==> src/logic/pmf_pkg.sv <==
// How it works
// - simple methods: bit0 parity, bit1 pre-error, bit2 one, bit3 residual; flag rule
// - combined method: bit2 burst failed, bit3 random failed; flag only on real error
// - without detailed status, 4-bit nibble is 0,1,1,flag
// - too many errors: no correction, status and flag set directly
// - combined method with too many errors reports status code F
// - matched address in lock mode starts sending the following message
// - shift clock runs at 2x, 8x, 16x or 32x the data rate
// - address byte: function bits, slot, detailed status bits, bit7 error flag without detail
// - address error bit set for matched but uncorrectable address
// - bypassed codeword gives three bytes, packed codeword gives five
// - 7/8 packing puts flag in bit7; 4-bit packing puts status high
// - bypassed bytes carry M0-M7, M8-M15, then M16-M19 with status
// - termination byte is 0x04 plus flag; alphanumeric first sends the flag alone in bit7, then a plain 0x04
// - detect pin polarity selectable; held without detail, pulsed with detail
// - no termination byte when packing is bypassed
// - unconverted codewords split into bytes, last nibble joined with status
// - single-bit fix forces one-bit method status for message words
package pmf_pkg;
   // register map
   localparam logic [3:0] ADDR_CTRL = 4'h0;
   localparam logic [3:0] ADDR_STAT = 4'h4;
   localparam int CTRL_W = 10;
   localparam logic [CTRL_W-1:0] CTRL_RESET = 10'h000;
   localparam int CTRL_RATE_LO = 0;
   localparam int CTRL_RATE_HI = 1;
   localparam int CTRL_BYPASS = 2;
   localparam int CTRL_DETAIL = 3;
   localparam int CTRL_POL = 4;
   localparam int CTRL_SINGLE_FIX = 5;
   localparam int CTRL_METH_LO = 6;
   localparam int CTRL_METH_HI = 7;
   localparam int CTRL_PACK4 = 8;
   localparam int CTRL_ALPHA = 9;
   localparam int STAT_BUSY = 0;
   localparam int STAT_INMSG = 1;
   localparam int STAT_CNT_LO = 8;
   localparam logic [1:0] RESP_OKAY = 2'h0;
   localparam logic [1:0] RESP_SLVERR = 2'h2;
   // correction methods
   localparam logic [1:0] METH_RANDOM2 = 2'h0;
   localparam logic [1:0] METH_COMBINED = 2'h1;
   localparam logic [1:0] METH_BURST = 2'h2;
   localparam logic [1:0] METH_ONE = 2'h3;
   // codeword kinds from the decoder
   localparam logic [1:0] KIND_ADDR = 2'h0;
   localparam logic [1:0] KIND_MSG = 2'h1;
   localparam logic [1:0] KIND_END = 2'h2;
   // word contents
   localparam logic [6:0] TERM_WORD = 7'h04;
   localparam logic [3:0] MODE_F = 4'hf;
   localparam logic [2:0] NODETAIL_LOW3 = 3'h6;
   localparam logic [2:0] BYTES_BYPASS = 3'h3;
   localparam logic [2:0] BYTES_PACK = 3'h5;
   localparam logic [2:0] BYTES_ONE = 3'h1;
   localparam logic [2:0] BYTES_ALPHA_END = 3'h2;
   localparam logic [3:0] LAST_HALF = 4'hf;
   // timing
   localparam int CLK_HZ = 25_000_000;
   localparam int BIT_RATE_HZ = 1200;
   localparam int ADDR_PULSE_NS = 1000;
   localparam int CLK_PERIOD_NS = 40;
   localparam int ADDR_PULSE_CYC = (ADDR_PULSE_NS + CLK_PERIOD_NS - 1) / CLK_PERIOD_NS;
   localparam int MULT_00 = 2;
   localparam int MULT_01 = 8;
   localparam int MULT_10 = 16;
   localparam int MULT_11 = 32;
   typedef enum logic [1:0] {FMT_IDLE = 2'b01, FMT_EMIT = 2'b10} pmf_fmt_state_type;
   typedef enum logic [1:0] {SER_IDLE = 2'b01, SER_SHIFT = 2'b10} pmf_ser_state_type;
endpackage

==> src/logic/pmf_byte_buf.sv <==
`timescale 1ns/1ps
module pmf_byte_buf #(
   parameter int WIDTH = 8
) (
   // clock and reset
   input wire logic aclk,
   input wire logic aresetn,
   // filling side
   input wire logic in_valid,
   output logic in_ready,
   input wire logic [WIDTH-1:0] in_data,
   // draining side
   output logic out_valid,
   input wire logic out_ready,
   output logic [WIDTH-1:0] out_data
);
   logic [WIDTH-1:0] mem_r [2];
   logic rd_ptr_r;
   logic wr_ptr_r;
   logic [1:0] count_r;
   wire push = in_valid && in_ready;
   wire pop = out_valid && out_ready;

   assign in_ready = (count_r != 2'h2);
   assign out_valid = (count_r != 2'h0);
   assign out_data = mem_r[rd_ptr_r];

   always_ff @(posedge aclk) begin
      if (!aresetn) begin
         rd_ptr_r <= 1'b0;
         wr_ptr_r <= 1'b0;
         count_r <= 2'h0;
      end else begin
         if (push) begin
            wr_ptr_r <= ~wr_ptr_r;
         end
         if (pop) begin
            rd_ptr_r <= ~rd_ptr_r;
         end
         count_r <= count_r + {1'b0, push} - {1'b0, pop};
      end
   end

   always_ff @(posedge aclk) begin
      if (push) begin
         mem_r[wr_ptr_r] <= in_data;
      end
   end
endmodule // pmf_byte_buf

==> src/logic/pmf_formatter_top.sv <==
`timescale 1ns/1ps
module pmf_formatter_top import pmf_pkg::*; #(
   parameter int BIT_PERIOD_CYC = CLK_HZ / BIT_RATE_HZ
) (
   // clock and reset
   input wire logic aclk,
   input wire logic aresetn,
   // axi4-lite write
   input wire logic [3:0] awaddr,
   input wire logic awvalid,
   output logic awready,
   input wire logic [31:0] wdata,
   input wire logic [3:0] wstrb,
   input wire logic wvalid,
   output logic wready,
   output logic [1:0] bresp,
   output logic bvalid,
   input wire logic bready,
   // axi4-lite read
   input wire logic [3:0] araddr,
   input wire logic arvalid,
   output logic arready,
   output logic [31:0] rdata,
   output logic [1:0] rresp,
   output logic rvalid,
   input wire logic rready,
   // codewords from the decoder
   input wire logic lock_mode,
   input wire logic cw_valid,
   output logic cw_ready,
   input wire logic [1:0] cw_kind,
   input wire logic [1:0] cw_slot,
   input wire logic [19:0] cw_bits,
   input wire logic cw_par_err,
   input wire logic cw_rnd_pre,
   input wire logic cw_rnd_post,
   input wire logic cw_bst_pre,
   input wire logic cw_bst_post,
   input wire logic cw_too_many,
   // pins to the host
   output logic out_serial_data,
   output logic shift_clock,
   output logic address_detect_pin
);
   localparam logic [15:0] HALF_00 = 16'(BIT_PERIOD_CYC / (2 * MULT_00));
   localparam logic [15:0] HALF_01 = 16'(BIT_PERIOD_CYC / (2 * MULT_01));
   localparam logic [15:0] HALF_10 = 16'(BIT_PERIOD_CYC / (2 * MULT_10));
   localparam logic [15:0] HALF_11 = 16'(BIT_PERIOD_CYC / (2 * MULT_11));
   localparam logic [7:0] PULSE_CYC = 8'(ADDR_PULSE_CYC);

   // ----------------------------------------
   // register bus
   // ----------------------------------------
   logic [CTRL_W-1:0] ctrl_r;
   logic [3:0] awaddr_r;
   logic aw_hold_r;
   logic [31:0] wdata_r;
   logic [3:0] wstrb_r;
   logic w_hold_r;
   logic awready_r, wready_r, bvalid_r, arready_r, rvalid_r;
   logic [1:0] bresp_r, rresp_r;
   logic [31:0] rdata_r;
   logic [7:0] sent_cnt_r;
   logic in_msg_r;
   pmf_ser_state_type ser_state_r;

   wire aw_take = awvalid && awready_r;
   wire w_take = wvalid && wready_r;
   wire wr_fire = aw_hold_r && w_hold_r && !bvalid_r;
   wire wr_hit = (awaddr_r == ADDR_CTRL);
   wire ar_take = arvalid && arready_r;
   wire rd_ctrl = (araddr == ADDR_CTRL);
   wire rd_stat = (araddr == ADDR_STAT);
   wire [31:0] stat_word = ({24'h0, sent_cnt_r} << STAT_CNT_LO)
      | ({31'h0, ser_state_r == SER_SHIFT} << STAT_BUSY)
      | ({31'h0, in_msg_r} << STAT_INMSG);
   wire [31:0] rd_word = rd_ctrl ? {{(32-CTRL_W){1'b0}}, ctrl_r} :
      (rd_stat ? stat_word : 32'h0);
   wire [CTRL_W-1:0] ctrl_wr = {wstrb_r[1] ? wdata_r[CTRL_W-1:8] : ctrl_r[CTRL_W-1:8],
      wstrb_r[0] ? wdata_r[7:0] : ctrl_r[7:0]};

   always_ff @(posedge aclk) begin
      if (!aresetn) begin
         aw_hold_r <= 1'b0;
         w_hold_r <= 1'b0;
         awready_r <= 1'b1;
         wready_r <= 1'b1;
         bvalid_r <= 1'b0;
         bresp_r <= RESP_OKAY;
         awaddr_r <= 4'h0;
         wdata_r <= 32'h0;
         wstrb_r <= 4'h0;
         ctrl_r <= CTRL_RESET;
      end else begin
         if (aw_take) begin
            aw_hold_r <= 1'b1;
            awready_r <= 1'b0;
            awaddr_r <= awaddr;
         end
         if (w_take) begin
            w_hold_r <= 1'b1;
            wready_r <= 1'b0;
            wdata_r <= wdata;
            wstrb_r <= wstrb;
         end
         if (wr_fire) begin
            aw_hold_r <= 1'b0;
            w_hold_r <= 1'b0;
            bvalid_r <= 1'b1;
            bresp_r <= wr_hit ? RESP_OKAY : RESP_SLVERR;
            if (wr_hit) begin
               ctrl_r <= ctrl_wr;
            end
         end
         if (bvalid_r && bready) begin
            bvalid_r <= 1'b0;
            awready_r <= 1'b1;
            wready_r <= 1'b1;
         end
      end
   end

   always_ff @(posedge aclk) begin
      if (!aresetn) begin
         arready_r <= 1'b1;
         rvalid_r <= 1'b0;
         rdata_r <= 32'h0;
         rresp_r <= RESP_OKAY;
      end else if (ar_take) begin
         arready_r <= 1'b0;
         rvalid_r <= 1'b1;
         rdata_r <= rd_word;
         rresp_r <= (rd_ctrl || rd_stat) ? RESP_OKAY : RESP_SLVERR;
      end else if (rvalid_r && rready) begin
         rvalid_r <= 1'b0;
         arready_r <= 1'b1;
      end
   end

   assign awready = awready_r;
   assign wready = wready_r;
   assign bvalid = bvalid_r;
   assign bresp = bresp_r;
   assign arready = arready_r;
   assign rvalid = rvalid_r;
   assign rdata = rdata_r;
   assign rresp = rresp_r;

   // ----------------------------------------
   // error status of the incoming codeword
   // ----------------------------------------
   wire [1:0] meth_cfg = ctrl_r[CTRL_METH_HI:CTRL_METH_LO];
   wire msg_kind = (cw_kind == KIND_MSG);
   // message words may be held to one-bit correction while addresses are not
   wire [1:0] meth_eff = (msg_kind && ctrl_r[CTRL_SINGLE_FIX]) ? METH_ONE : meth_cfg;
   wire is_comb = (meth_eff == METH_COMBINED);
   wire pre_err = cw_rnd_pre || cw_bst_pre;
   wire simple_post = cw_rnd_post || cw_bst_post;
   wire simple_flag = pre_err && (cw_par_err || simple_post);
   wire comb_flag = pre_err && (cw_par_err || cw_bst_post || cw_rnd_post);
   wire [3:0] simple_st = {simple_post, 1'b1, pre_err, cw_par_err};
   wire [3:0] comb_st = {cw_rnd_post, cw_bst_post, pre_err, cw_par_err};
   // too many errors bypass correction and report the worst case
   wire cw_flag = cw_too_many || (is_comb ? comb_flag : simple_flag);
   wire [3:0] cw_st = cw_too_many ? MODE_F : (is_comb ? comb_st : simple_st);
   wire addr_uncorr = cw_too_many || simple_post;

   // ----------------------------------------
   // formatter
   // ----------------------------------------
   pmf_fmt_state_type fmt_state_r;
   logic cw_ready_r;
   logic [1:0] kind_r, slot_r;
   logic [19:0] bits_r;
   logic [3:0] st_r;
   logic flag_r, uncorr_r, last_flag_r;
   logic bypass_r, detail_r, pack4_r, alpha_r;
   logic [2:0] nbytes_r, idx_r;
   logic buf_in_ready, buf_out_valid;
   logic [7:0] buf_out_data;

   wire cw_take = cw_valid && cw_ready_r;
   wire addr_ok = (cw_kind == KIND_ADDR) && lock_mode;
   wire msg_ok = msg_kind && in_msg_r;
   wire end_ok = (cw_kind == KIND_END) && in_msg_r;
   wire bypass = ctrl_r[CTRL_BYPASS];
   wire [2:0] msg_n = bypass ? BYTES_BYPASS : BYTES_PACK;
   // bypassed messages end without a termination byte
   wire [2:0] end_n = bypass ? 3'h0 : (ctrl_r[CTRL_ALPHA] ? BYTES_ALPHA_END : BYTES_ONE);
   wire [2:0] take_n = addr_ok ? BYTES_ONE : (msg_ok ? msg_n : (end_ok ? end_n : 3'h0));
   wire [3:0] st_out = detail_r ? st_r : {flag_r, NODETAIL_LOW3};
   wire [19:0] nib_sh = bits_r >> {idx_r, 2'b00};
   wire [3:0] nib = nib_sh[3:0];
   // bit6 tells whether correction left an error, not the fixed status bit
   wire [2:0] addr_st = detail_r ? {uncorr_r, st_r[1:0]} : 3'h0;
   wire [7:0] addr_byte = {!detail_r && uncorr_r, addr_st, slot_r, bits_r[1:0]};
   wire [7:0] byp_byte = (idx_r == 3'h0) ? bits_r[7:0] :
      ((idx_r == 3'h1) ? bits_r[15:8] : {st_out, bits_r[19:16]});
   wire [7:0] pack_byte = pack4_r ? {st_out, nib} : {flag_r, 3'h0, nib};
   wire [7:0] end_byte = (alpha_r && (idx_r == 3'h0)) ? {last_flag_r, 7'h00} :
      {alpha_r ? 1'b0 : last_flag_r, TERM_WORD};
   wire [7:0] push_data = (kind_r == KIND_ADDR) ? addr_byte :
      ((kind_r == KIND_MSG) ? (bypass_r ? byp_byte : pack_byte) : end_byte);
   wire push_valid = (fmt_state_r == FMT_EMIT);
   wire push_take = push_valid && buf_in_ready;
   wire push_last = push_take && (idx_r == nbytes_r - 3'h1);

   always_ff @(posedge aclk) begin
      if (!aresetn) begin
         fmt_state_r <= FMT_IDLE;
         cw_ready_r <= 1'b1;
         idx_r <= 3'h0;
         nbytes_r <= 3'h0;
         in_msg_r <= 1'b0;
         last_flag_r <= 1'b0;
      end else begin
         case (fmt_state_r)
            FMT_IDLE: begin
               if (cw_take && (take_n != 3'h0)) begin
                  fmt_state_r <= FMT_EMIT;
                  cw_ready_r <= 1'b0;
                  idx_r <= 3'h0;
                  nbytes_r <= take_n;
               end
               if (cw_take && addr_ok) begin
                  in_msg_r <= 1'b1;
               end else if (cw_take && end_ok) begin
                  in_msg_r <= 1'b0;
               end
               if (cw_take && msg_ok) begin
                  last_flag_r <= cw_flag;
               end
            end
            FMT_EMIT: begin
               if (push_last) begin
                  fmt_state_r <= FMT_IDLE;
                  cw_ready_r <= 1'b1;
               end else if (push_take) begin
                  idx_r <= idx_r + 3'h1;
               end
            end
            default: begin
               fmt_state_r <= FMT_IDLE;
               cw_ready_r <= 1'b1;
            end
         endcase
      end
   end

   // codeword held while its bytes go out; its format config is frozen with it, the shift rate is not
   always_ff @(posedge aclk) begin
      if (cw_take) begin
         kind_r <= cw_kind;
         slot_r <= cw_slot;
         bits_r <= cw_bits;
         st_r <= cw_st;
         flag_r <= cw_flag;
         uncorr_r <= addr_uncorr;
         bypass_r <= bypass;
         detail_r <= ctrl_r[CTRL_DETAIL];
         pack4_r <= ctrl_r[CTRL_PACK4];
         alpha_r <= ctrl_r[CTRL_ALPHA];
      end
   end

   assign cw_ready = cw_ready_r;

   // ----------------------------------------
   // two-entry byte buffer
   // ----------------------------------------
   wire ser_ready = (ser_state_r == SER_IDLE);

   pmf_byte_buf #(.WIDTH(8)) u_buf (
      .aclk(aclk),
      .aresetn(aresetn),
      .in_valid(push_valid),
      .in_ready(buf_in_ready),
      .in_data(push_data),
      .out_valid(buf_out_valid),
      .out_ready(ser_ready),
      .out_data(buf_out_data)
   );

   // ----------------------------------------
   // serializer
   // ----------------------------------------
   logic [7:0] sh_r;
   logic [3:0] half_idx_r;
   logic [15:0] tick_r;
   logic sclk_r, sdata_r;
   wire [1:0] rate_sel = {ctrl_r[CTRL_RATE_HI], ctrl_r[CTRL_RATE_LO]};
   wire [15:0] half_sel = (rate_sel == 2'h0) ? HALF_00 : ((rate_sel == 2'h1) ? HALF_01 :
      ((rate_sel == 2'h2) ? HALF_10 : HALF_11));
   // a very short bit period must still give at least one cycle per half
   wire [15:0] half_cyc = (half_sel == 16'h0) ? 16'h1 : half_sel;
   wire half_end = (tick_r == half_cyc - 16'h1);
   wire [3:0] half_nxt = half_idx_r + 4'h1;
   wire ser_load = ser_ready && buf_out_valid;

   always_ff @(posedge aclk) begin
      if (!aresetn) begin
         ser_state_r <= SER_IDLE;
         sh_r <= 8'h00;
         half_idx_r <= 4'h0;
         tick_r <= 16'h0;
         sclk_r <= 1'b0;
         sdata_r <= 1'b0;
         sent_cnt_r <= 8'h00;
      end else begin
         case (ser_state_r)
            SER_IDLE: begin
               if (ser_load) begin
                  ser_state_r <= SER_SHIFT;
                  sh_r <= buf_out_data;
                  half_idx_r <= 4'h0;
                  tick_r <= 16'h0;
                  sdata_r <= buf_out_data[0];
               end
            end
            SER_SHIFT: begin
               if (!half_end) begin
                  tick_r <= tick_r + 16'h1;
               end else if (half_idx_r == LAST_HALF) begin
                  ser_state_r <= SER_IDLE;
                  sclk_r <= 1'b0;
                  sent_cnt_r <= sent_cnt_r + 8'h01;
               end else begin
                  // data moves only with the falling clock, host samples rising
                  tick_r <= 16'h0;
                  half_idx_r <= half_nxt;
                  sclk_r <= half_nxt[0];
                  sdata_r <= sh_r[half_nxt[3:1]];
               end
            end
            default: begin
               ser_state_r <= SER_IDLE;
            end
         endcase
      end
   end

   assign shift_clock = sclk_r;
   assign out_serial_data = sdata_r;

   // ----------------------------------------
   // address detect pin
   // ----------------------------------------
   logic [7:0] pulse_r;
   logic hold_r, pin_r;
   wire addr_seen = cw_take && addr_ok;
   wire det_active = hold_r || (pulse_r != 8'h00);

   always_ff @(posedge aclk) begin
      if (!aresetn) begin
         pulse_r <= 8'h00;
         hold_r <= 1'b0;
         pin_r <= 1'b1;
      end else begin
         if (addr_seen && ctrl_r[CTRL_DETAIL]) begin
            pulse_r <= PULSE_CYC;
         end else if (pulse_r != 8'h00) begin
            pulse_r <= pulse_r - 8'h01;
         end
         if (addr_seen && !ctrl_r[CTRL_DETAIL]) begin
            hold_r <= 1'b1;
         end else if (cw_take && end_ok) begin
            hold_r <= 1'b0;
         end
         pin_r <= ctrl_r[CTRL_POL] ? det_active : !det_active;
      end
   end

   assign address_detect_pin = pin_r;

   // ----------------------------------------
   // checks
   // ----------------------------------------
   data_on_fall_a: assert property (@(posedge aclk) disable iff (!aresetn)
      (ser_state_r == SER_SHIFT) && $changed(sdata_r) |-> !sclk_r)
      else $error("serial data moved while shift clock high");
   term_byte_a: assert property (@(posedge aclk) disable iff (!aresetn)
      push_valid && (kind_r == KIND_END) |-> bypass_r == 1'b0)
      else $error("termination byte sent with packing bypassed");
   term_code_a: assert property (@(posedge aclk) disable iff (!aresetn)
      push_valid && (kind_r == KIND_END) && !alpha_r |-> push_data[6:0] == TERM_WORD)
      else $error("termination byte has wrong code");
   nodetail_nib_a: assert property (@(posedge aclk) disable iff (!aresetn)
      push_valid && (kind_r == KIND_MSG) && pack4_r && !detail_r && !bypass_r
      |-> push_data[7:4] == {flag_r, NODETAIL_LOW3})
      else $error("status nibble wrong without detail");
   mode_f_a: assert property (@(posedge aclk) disable iff (!aresetn)
      cw_take && cw_too_many |=> (st_r == MODE_F) && flag_r)
      else $error("too many errors not reported as code F");
   simple_st_a: assert property (@(posedge aclk) disable iff (!aresetn)
      cw_take && !is_comb && !cw_too_many |=> st_r[2] && (st_r[0] == $past(cw_par_err)))
      else $error("simple method status bits wrong");
   addr_byte_a: assert property (@(posedge aclk) disable iff (!aresetn)
      push_valid && (kind_r == KIND_ADDR)
      |-> (push_data[3:2] == slot_r) && (push_data[7] == (!detail_r && uncorr_r)))
      else $error("address byte layout wrong");
   byte_count_a: assert property (@(posedge aclk) disable iff (!aresetn)
      cw_take && msg_ok |=> nbytes_r == (bypass_r ? BYTES_BYPASS : BYTES_PACK))
      else $error("wrong number of bytes per codeword");
   pin_pulse_a: assert property (@(posedge aclk) disable iff (!aresetn)
      addr_seen && ctrl_r[CTRL_DETAIL] && $stable(ctrl_r) |-> ##2 (pin_r == ctrl_r[CTRL_POL]))
      else $error("detect pin not active after address");
endmodule // pmf_formatter_top

==> config.mk <==
export PLATFORM = sky130hd
export DESIGN_NAME = pmf_formatter_top
export DESIGN_NICKNAME = d
export VERILOG_FILES = /design/src/logic/pmf_pkg.sv /design/src/logic/pmf_byte_buf.sv /design/src/logic/pmf_formatter_top.sv
export SDC_FILE = /design/constraint.sdc
export NUM_CORES = 1
export LEC_CHECK = 0
export BUFFER_PORTS_ARGS = -buffer_cell sky130_fd_sc_hd__buf_2
export CORE_ASPECT_RATIO = 1.5
export CORE_MARGIN = 10
export CORE_UTILIZATION = 30
export CTS_CLUSTER_SIZE = 24
export DETAILED_ROUTE_END_ITERATION = 7
export GPL_TIMING_DRIVEN = 0
export PLACE_DENSITY = 0.47
export SYNTH_ARGS = -nofsm -noshare
export SYNTH_HDL_FRONTEND = slang
export SYNTH_SLANG_ARGS = --single-unit
export TNS_END_PERCENT = 30
==> constraint.sdc <==
create_clock -name aclk -period 4.5 [get_ports aclk]
set_clock_uncertainty 0.1 [all_clocks]
set_input_delay 0.225 -clock aclk [delete_from_list [all_inputs] [get_ports aclk]]
set_output_delay 0.225 -clock aclk [all_outputs]
set_load 0.05 [all_outputs]
==> impl_metrics.json, run 1 <==
{
  "dpl.cell_count": 1244,
  "final_layout_size_suffix_gt1_share_pct": 15.9,
  "finalWeightedCongestion": 0.857,
  "cap_violations": 0,
  "chipWidth_um": 151,
  "setup.worst_path.class": "reg -> reg",
  "drt_iter0_markers": 327,
  "crit_buf_inv": 2,
  "critical_path.slowest_cell": "sky130_fd_sc_hd__dfxtp_1",
  "clock_power_share_pct": 35.6,
  "startpoint_type": "register",
  "powerDensity_mw_per_mm2": 427,
  "synth_top_flop_cell": "sky130_fd_sc_hd__dfxtp_1",
  "layout.cells.most_common": "sky130_fd_sc_hd__dfxtp_1",
  "seq_power_share_pct": 42.3,
  "full_die_area_mm2": 0.0327,
  "cts_buffer_depth": 2,
  "final_min_period_over_clock_period_pct": 68.4,
  "syn_inst": 815,
  "dp_hpwl_um": 16100,
  "cts_sinks": 166,
  "first_pass_grt_wire_length_um": 35200,
  "final_cell_count_no_fill": 1330,
  "grt_max_degree": 35,
  "cp_data_arrival_time_ps": 3340,
  "register_area_mm2": 0.00382,
  "clock.fmax_mhz": 325,
  "area_occupied_by_multi_input_gates_mm2": 0.00358,
  "io_buffer_count": 84,
  "worst_r2r_startpoint": "ctrl_r[0]",
  "cts_hold_repair.buffers": 54,
  "hold_depth": 2,
  "initial_antenna_violation_count": 0,
  "cp_max_fo": 10,
  "flip_flop_and_latch_count_after_synthesis": 166,
  "timing.hold.worst.class": "in -> reg",
  "tritoncts.num_buffers": 17,
  "drcViolationCount": 0,
  "grt_util_all_layers_pct": 13.5,
  "design.final.nets": 1091,
  "initial_core_util_pct": 30.6,
  "detail_route.wl_per_cell_um": 16.2,
  "syn-mean-instance-area_um2": 9.48,
  "timing_max_transition_violations_final": 0,
  "setup_viol_count_final": 0,
  "area_growth_syn_to_layout_pct": 26.3,
  "final.min_clock_period_ps": 3080,
  "rows": 71,
  "drt_pass1_iterations": 4,
  "globalRouteOverflowTotal": 0,
  "routed_wl_um": 21500,
  "clock_insertion_delay_worst_skew_ps": 440,
  "routed_via_density": 4.85,
  "synth_edf_count": 50,
  "switching_share_pct": 30.8,
  "synth.distinct_cells": 59,
  "postCtsResizedCells": 0,
  "tns_ps": 0,
  "ios": 128,
  "peakVddDrop_mv": 0.267,
  "final.fill_count": 2573,
  "crit_path_end_kind": "register",
  "timing.critical_path.slowest_cell_delay_ps": 510,
  "timing.final.hold_violations": 0,
  "grt_pass1_vias": 6682,
  "netlist_area_mm2": 0.00773,
  "outcome": "complete, no violations",
  "synthesis.yosys.warnings": 0,
  "worstMarginPinSlew_ps": 1240,
  "commonest_cells_after_routing_fill_and_taps_aside": "sky130_fd_sc_hd__dfxtp_1, sky130_fd_sc_hd__nand2_1, sky130_fd_sc_hd__buf_2",
  "clock_tree_from_tritoncts": "done",
  "post_cts_setup_driven_buffer_insertion_count": 0,
  "hp-start": "cw_too_many",
  "switchingPower_uw": 1280,
  "slew-limit-headroom_pct": 17.4,
  "number_of_levels_in_the_clock_h_tree": 4,
  "detail-route-antenna-nets": 0,
  "critical-path-top-delay-family": "simple AND/OR/NAND/NOR gates",
  "register_clock_pin_slew_on_the_reported_worst_setup_and_hold_paths_ps": 70,
  "die_h_um": 217,
  "reg2reg_depth": 9,
  "required_ps": 4760,
  "n_antenna_cell": 0,
  "cellLeakagePower_uw": 0.00365,
  "timing.reg2reg.setup_slack_ps": 1420,
  "rsz0062_at_grt": "false",
  "num_vias": 6457,
  "synth-seq-area-share_pct": 49.5,
  "worst_flop_to_flop_path_endpoint": "tick_r[5]",
  "worstPathCellList": "inv_1 -> ha_1 -> or4_1 -> o22ai_1 -> o2111ai_1 -> nor3_2 -> buf_2 -> o21ai_0 -> a21oi_1",
  "ys_async_sr_fraction_pct": 0,
  "combinationalPowerShare_pct": 22.1,
  "cts.root.buffer_cell": "sky130_fd_sc_hd__clkbuf_16",
  "hold_path_sink": "st_r[0]",
  "internal-power_uw": 2880,
  "fp.coreArea_mm2": 0.0252
}
-- cells in the mapped netlist (all sizes together) (7+ instances only) --
master,number,area share (%)
a211oi,13,1.3
a21oi,67,4.3
a22oi,13,1.3
a31oi,15,1.2
buf,20,1.9
clkbuf,37,1.8
dfxtp,116,30
edfxtp,50,19
ha,19,3.1
inv,29,1.4
mux2i,23,3.0
nand2,88,4.3
nand2b,11,0.89
nand3,34,2.5
nand3b,7,0.68
nand4,8,0.65
nor2,75,3.6
nor2b,9,0.73
nor3,17,1.2
nor4,7,0.57
o21ai,29,1.9
or2,7,0.57
or3,9,0.74
or4,11,1.1
xnor2,15,1.7
xor2,10,1.1
-- through the flow --
step | util (%) | setup slack, ps | area (um^2) | power (uW) | hold slack [ps]
6_report | 38.7 | 1420 | 9760 | 4170 | 31.1
5_1_grt | 38.7 | 1250 | 9760 | 4410 | 37.7
4_1_cts | 38.7 | 1430 | 9760 | 4220 | 16.4
3_5_place_dp | 34.2 | 1450 | 8620 | 2690 | 303
3_3_place_gp | 34.2 | 1470 | 8620 | 2690 | 301
2_1_floorplan | - | 1990 | 7790 | 2450 | 224
-- logic make-up after synthesis --
group,share of synthesized area [%]
adder cells (fa/ha/maj),3.08
multiplexers,4.87
other,0.0485
AND/OR/NAND/NOR,19.5
AO/OA/AOI/OAI,15.2
buffers and inverters,5.07
XOR/XNOR,2.83
flip-flops,49.5
-- state kept, by name, summed over array words and instances (netlist names), 3 cells and up, named ones only --
signal,flops
bits_r,20
rdata,16
tick_r,16
u_buf.mem_r,16
ctrl_r,10
wdata_r,10
pulse_r,8
sent_cnt_r,8
sh_r,8
awaddr_r,4
half_idx_r,4
st_r,4
idx_r,3
nbytes_r,3
-- worst max-delay path by stage --
| stage | cells past startpoint | endpoint | slack [ps] | from |
|---|---|---|---|---|
| 3_5_place_dp | 9 | tick_r[5] | 1450 | ctrl_r[0] |
| 5_1_grt | 9 | tick_r[3] | 1250 | ctrl_r[0] |
| 4_1_cts | 9 | tick_r[9] | 1430 | ctrl_r[0] |
| 6_report | 9 | tick_r[5] | 1420 | ctrl_r[0] |
| 3_3_place_gp | 9 | tick_r[11] | 1470 | ctrl_r[0] |
| 2_1_floorplan | 8 | sent_cnt_r[6] | 1990 | ctrl_r[1] |
-- cell type report --
cell class              instances  area share (%)
well taps                     328            4.20
repair buffers                138            9.84
inverters                      29            1.11
multi-input cells             580            36.6
clock buffers                  19            4.64
plain buffers                  57            2.90
clock inverters                13            1.51
flip-flops and latches        166            39.2
-- layer usage --
layer	global-route usage (%)	part of all wire, %
met1	15.4	42
met3	2.84	3.3
met2	24.0	52
met5	0	0
met4	5.28	2.1
-- power by group through the flow --
stage	registers, uW	logic [uW]	clock network (uW)
2_1_floorplan	1810	637	0
3_3_place_gp	1790	891	0
3_5_place_dp	1800	895	0
4_1_cts	1760	932	1530
5_1_grt	1780	1050	1580
6_report	1760	921	1480
Power figures use the tool's default switching activity.
==> run 2: changes to the inputs <==
Clock period 4.5 ns to 3.2 ns, I/O delays scaled along.
==> impl_metrics.json, run 2 (same netlist as run 1, synthesis figures left out) <==
{
  "outcome": "complete, no violations",
  "startpoint_type": "register",
  "num_vias": 6480,
  "initial_core_util_pct": 30.6,
  "post_cts_setup_driven_buffer_insertion_count": 0,
  "final_layout_size_suffix_gt1_share_pct": 15.9,
  "ios": 128,
  "timing_max_transition_violations_final": 0,
  "drcViolationCount": 0,
  "setup.worst_path.class": "reg -> reg",
  "required_ps": 3430,
  "timing.final.hold_violations": 0,
  "first_pass_grt_wire_length_um": 35200,
  "layout.cells.most_common": "sky130_fd_sc_hd__dfxtp_1",
  "cellLeakagePower_uw": 0.00366,
  "number_of_levels_in_the_clock_h_tree": 4,
  "setup_viol_count_final": 0,
  "postPlaceCellArea_mm2": 0.00862,
  "tritoncts.num_buffers": 17,
  "combinationalPowerShare_pct": 22.1,
  "register_clock_pin_slew_on_the_reported_worst_setup_and_hold_paths_ps": 70,
  "post-place-ws_ps": 152,
  "timing.reg2reg.setup_slack_ps": 160,
  "worstMarginPinSlew_ps": 1250,
  "fp.coreArea_mm2": 0.0252,
  "rsz0062_at_grt": "true",
  "utilization_after_layout_pct": 38.9,
  "commonest_cells_after_routing_fill_and_taps_aside": "sky130_fd_sc_hd__dfxtp_1, sky130_fd_sc_hd__nand2_1, sky130_fd_sc_hd__buf_2",
  "worst_flop_to_flop_path_endpoint": "tick_r[14]",
  "full_die_area_mm2": 0.0327,
  "io_buffer_count": 84,
  "clock.fmax_mhz": 329,
  "chipWidth_um": 151,
  "cap_violations": 0,
  "hp-start": "arvalid",
  "number_of_flip_flops_under_the_largest_register_name": 20,
  "grt_pass1_vias": 6702,
  "peakVddDrop_mv": 0.377,
  "switchingPower_uw": 1800,
  "crit_path_end_kind": "register",
  "detail_route.wl_per_cell_um": 16.2,
  "switching_share_pct": 30.8,
  "finish.instance_area_mm2": 0.00981,
  "powerDensity_mw_per_mm2": 597,
  "cts_sinks": 166,
  "cp_max_fo": 8,
  "cp_data_arrival_time_ps": 3270,
  "final_min_period_over_clock_period_pct": 95.1,
  "seq_power_share_pct": 42.3,
  "dp_hpwl_um": 16100,
  "finalWeightedCongestion": 0.857,
  "hold_depth": 3,
  "routed_wl_um": 21500,
  "final.min_clock_period_ps": 3040,
  "clock_insertion_delay_worst_skew_ps": 440,
  "rows": 71,
  "worst_r2r_startpoint": "ctrl_r[0]",
  "cts.root.buffer_cell": "sky130_fd_sc_hd__clkbuf_16",
  "reg2reg_depth": 8,
  "clock_power_share_pct": 35.6,
  "detail-route-antenna-nets": 0,
  "register_area_mm2": 0.00382,
  "globalRouteOverflowTotal": 0,
  "largest_register": "bits_r",
  "timing.hold.worst.class": "in -> reg",
  "area_growth_syn_to_layout_pct": 26.9,
  "design.final.nets": 1094,
  "slew-limit-headroom_pct": 16.9,
  "grt_max_degree": 35,
  "internal-power_uw": 4060,
  "die_h_um": 217,
  "initial_antenna_violation_count": 0,
  "hold_path_sink": "arready",
  "area_occupied_by_multi_input_gates_mm2": 0.00359,
  "grt_util_all_layers_pct": 13.6,
  "drt_pass1_iterations": 6,
  "clock_tree_from_tritoncts": "done",
  "final.fill_count": 2567,
  "drt_iter0_markers": 333,
  "cts_buffer_depth": 2,
  "postLayoutSetupSlackWorst_ps": 158,
  "routed_via_density": 4.86,
  "n_antenna_cell": 0
}
run 2: timing repair:
action                     CTS  global route
hold buffers                57             0
gates resized for setup      0             2
hold endpoints to repair    53             0
setup endpoints to repair    0            10
run 2: area by class of cell:
type,instances,share of cell area (%)
Sequential cell,166,39.0
Multi-Input combinational cell,580,36.6
Buffer,57,2.88
Clock buffer,19,4.62
Timing Repair Buffer,141,10.1
Inverter,29,1.11
Clock inverter,13,1.51
Tap cell,328,4.18
run 2: through the flow:
| stage | total power, uW | TNS [ps] | hold WS (ps) | instances |
|---|---|---|---|---|
| floorplan | 3440 | 0 | 159 | 832 |
| global placement | 3780 | 0 | 236 | 1244 |
| detailed placement | 3780 | 0 | 238 | 1244 |
| CTS | 5940 | 0 | 53.6 | 1333 |
| global route | 6210 | -9.36 | 84.1 | 1333 |
| finish | 5860 | 0 | 69.9 | 1333 |
run 2: power by group through the flow:
stage          sequential (uW)  clock [uW]  combinational, uW
2_1_floorplan             2540           0                896
3_3_place_gp              2520           0               1250
3_5_place_dp              2520           0               1260
4_1_cts                   2480        2150               1310
5_1_grt                   2500        2220               1480
6_report                  2480        2090               1300
run 2: metal layers:
layer,wire (um),vias to the layer above,track usage [%]
met3,750,29,2.88
met5,0,-,0
li1,-,3257,-
met1,9110,3062,15.3
met2,11200,132,24.0
met4,437,0,5.41
run 2: worst max-delay path by stage:
stage / to / depth (start not counted) / startpoint / slack (ps)
6_report: tick_r[14] / 8 / ctrl_r[0] / 160
3_5_place_dp: tick_r[5] / 9 / ctrl_r[0] / 150
4_1_cts: tick_r[9] / 9 / ctrl_r[0] / 130
2_1_floorplan: sent_cnt_r[6] / 8 / ctrl_r[1] / 690
5_1_grt: tick_r[14] / 8 / ctrl_r[0] / -9
3_3_place_gp: tick_r[11] / 9 / ctrl_r[0] / 170
run 2: critical path, stage by stage (launching register included):
cell,delay [ps]
sky130_fd_sc_hd__dfxtp_1,510
sky130_fd_sc_hd__inv_1,160
sky130_fd_sc_hd__ha_1,240
sky130_fd_sc_hd__or4_1,400
sky130_fd_sc_hd__o22ai_1,210
sky130_fd_sc_hd__o2111ai_1,360
sky130_fd_sc_hd__o21ai_1,580
sky130_fd_sc_hd__nor4_1,110
sky130_fd_sc_hd__o31a_1,250
==> run 3: changes to the inputs <==
Settings changed: PLACE_DENSITY 0.47 to default, PLACE_DENSITY_LB_ADDON from default to 0.05.
Clock period 3.2 ns to 3.9 ns, I/O delays scaled along.
==> impl_metrics.json, run 3 (same netlist as run 1, synthesis figures left out) <==
{
  "critPathMostFrequentCell": "sky130_fd_sc_hd__a21oi_1",
  "drt_pass1_iterations": 5,
  "routed_via_density": 4.82,
  "grt_pass1_vias": 6610,
  "die_h_um": 217,
  "largest_register": "bits_r",
  "chipWidth_um": 151,
  "setup_viol_count_final": 0,
  "globalRouteOverflowTotal": 0,
  "tns_ps": 0,
  "full_die_area_mm2": 0.0327,
  "initial_antenna_violation_count": 0,
  "final_cell_count_no_fill": 1333,
  "timing.reg2reg.setup_slack_ps": 770,
  "cts_sinks": 166,
  "crit_path_end_kind": "register",
  "detail-route-antenna-nets": 0,
  "final_layout_size_suffix_gt1_share_pct": 15.7,
  "final_min_period_over_clock_period_pct": 80.4,
  "layout.cells.most_common": "sky130_fd_sc_hd__dfxtp_1",
  "commonest_cells_after_routing_fill_and_taps_aside": "sky130_fd_sc_hd__dfxtp_1, sky130_fd_sc_hd__nand2_1, sky130_fd_sc_hd__buf_2",
  "timing.critical_path.slowest_cell_delay_ps": 640,
  "setup.worst_path.class": "reg -> reg",
  "final.min_clock_period_ps": 3130,
  "required_ps": 4100,
  "clock_tree_from_tritoncts": "done",
  "finalWeightedCongestion": 0.841,
  "crit_buf_inv": 2,
  "num_vias": 6423,
  "worstPathCellList": "inv_1 -> ha_1 -> nor2_1 -> a21oi_1 -> xnor2_1 -> nand2_1 -> clkbuf_1 -> a21oi_1 -> o22ai_1",
  "design.final.nets": 1094,
  "timing.final.hold_violations": 0,
  "cp_data_arrival_time_ps": 3340,
  "grt_util_all_layers_pct": 14.3,
  "cts.root.buffer_cell": "sky130_fd_sc_hd__clkbuf_16",
  "initial_core_util_pct": 30.6,
  "cap_violations": 0,
  "grt_max_degree": 35,
  "detail_route.wl_per_cell_um": 17.1,
  "postLayoutSetupSlackWorst_ps": 766,
  "io_buffer_count": 84,
  "clock.fmax_mhz": 319,
  "post_cts_setup_driven_buffer_insertion_count": 0,
  "peakVddDrop_mv": 0.333,
  "cellLeakagePower_uw": 0.00368,
  "number_of_flip_flops_under_the_largest_register_name": 20,
  "critical_path.slowest_cell": "sky130_fd_sc_hd__xnor2_1",
  "area_growth_syn_to_layout_pct": 27.0,
  "register_clock_pin_slew_on_the_reported_worst_setup_and_hold_paths_ps": 60,
  "outcome": "complete, no violations",
  "dpl.cell_count": 1244,
  "cp_max_fo": 10,
  "timing.hold.worst.class": "in -> reg",
  "slew-limit-headroom_pct": 16.7,
  "cts_buffer_depth": 2,
  "worstMarginPinSlew_ps": 1250,
  "drcViolationCount": 0,
  "tritoncts.num_buffers": 17,
  "clock_insertion_delay_worst_skew_ps": 430,
  "startpoint_type": "register",
  "routed_wl_um": 22800,
  "dp_hpwl_um": 17100,
  "number_of_levels_in_the_clock_h_tree": 4,
  "timing_max_transition_violations_final": 0,
  "powerDensity_mw_per_mm2": 499,
  "post-place-ws_ps": 805,
  "first_pass_grt_wire_length_um": 36500,
  "fp.coreArea_mm2": 0.0252,
  "rows": 71,
  "n_antenna_cell": 0,
  "rsz0062_at_grt": "false",
  "drt_iter0_markers": 271,
  "totalPowerFinal_uw": 4900,
  "ios": 128,
  "critical-path-top-delay-family": "compound AO/OA/AOI/OAI gates"
}
==> run 3: final timing paths <==
kind                    start             to  cells past startpoint
setup reg to reg    ctrl_r[0]  half_idx_r[0]                      9
setup / recovery    ctrl_r[0]  half_idx_r[0]                      9
hold reg to reg   awaddr_r[2]    awaddr_r[2]                      2
hold / removal        arvalid        arready                      3
==> run 3: through the flow <==
| stage | util, % | cell area [um^2] | hold slack (ps) |
|---|---|---|---|
| floorplan | - | 7790 | 194 |
| CTS | 38.9 | 9820 | 20.8 |
| global route | 38.9 | 9820 | 64.9 |
| detailed placement | 34.2 | 8620 | 273 |
| global placement | 34.2 | 8620 | 272 |
| finish | 38.9 | 9820 | 28.4 |
==> run 3: per-layer routing <==
layer,track usage (%),wire [um],vias to the layer above,share of wire (%)
met5,0,0,-,0
met1,15.9,9340,3043,41
met2,26.2,12300,108,54
met3,2.94,708,28,3.1
li1,-,-,3244,-
met4,4.67,434,0,1.9
==> run 3: worst reg2reg max path: stages (launching register included) <==
cell	delay, ps
sky130_fd_sc_hd__dfxtp_1	510
sky130_fd_sc_hd__inv_1	170
sky130_fd_sc_hd__ha_1	230
sky130_fd_sc_hd__nor2_1	130
sky130_fd_sc_hd__a21oi_1	130
sky130_fd_sc_hd__xnor2_1	640
sky130_fd_sc_hd__nand2_1	240
sky130_fd_sc_hd__clkbuf_1	340
sky130_fd_sc_hd__a21oi_1	380
sky130_fd_sc_hd__o22ai_1	140
==> run 3: layout make-up <==
cell class | instances | area, um^2
well taps | 328 | 410
clock inverters | 12 | 146
plain buffers | 57 | 283
repair buffers | 141 | 991
fillers | 2576 | 15400
multi-input cells | 580 | 3580
clock buffers | 20 | 478
inverters | 29 | 109
flip-flops and latches | 166 | 3820
==> run 3: timing repair <==
item	in CTS	in global routing
resized for setup	0	0
hold buffers	57	0
endpoints found under the hold margin	51	0
==> run 3: power by group <==
| part | internal, uW | leakage [uW] | switching [uW] |
|---|---|---|---|
| clock network | 1080 | 0.000305 | 713 |
| logic | 411 | 0.00196 | 664 |
| registers | 1930 | 0.00141 | 97.2 |
| total | 3420 | 0.00368 | 1480 |
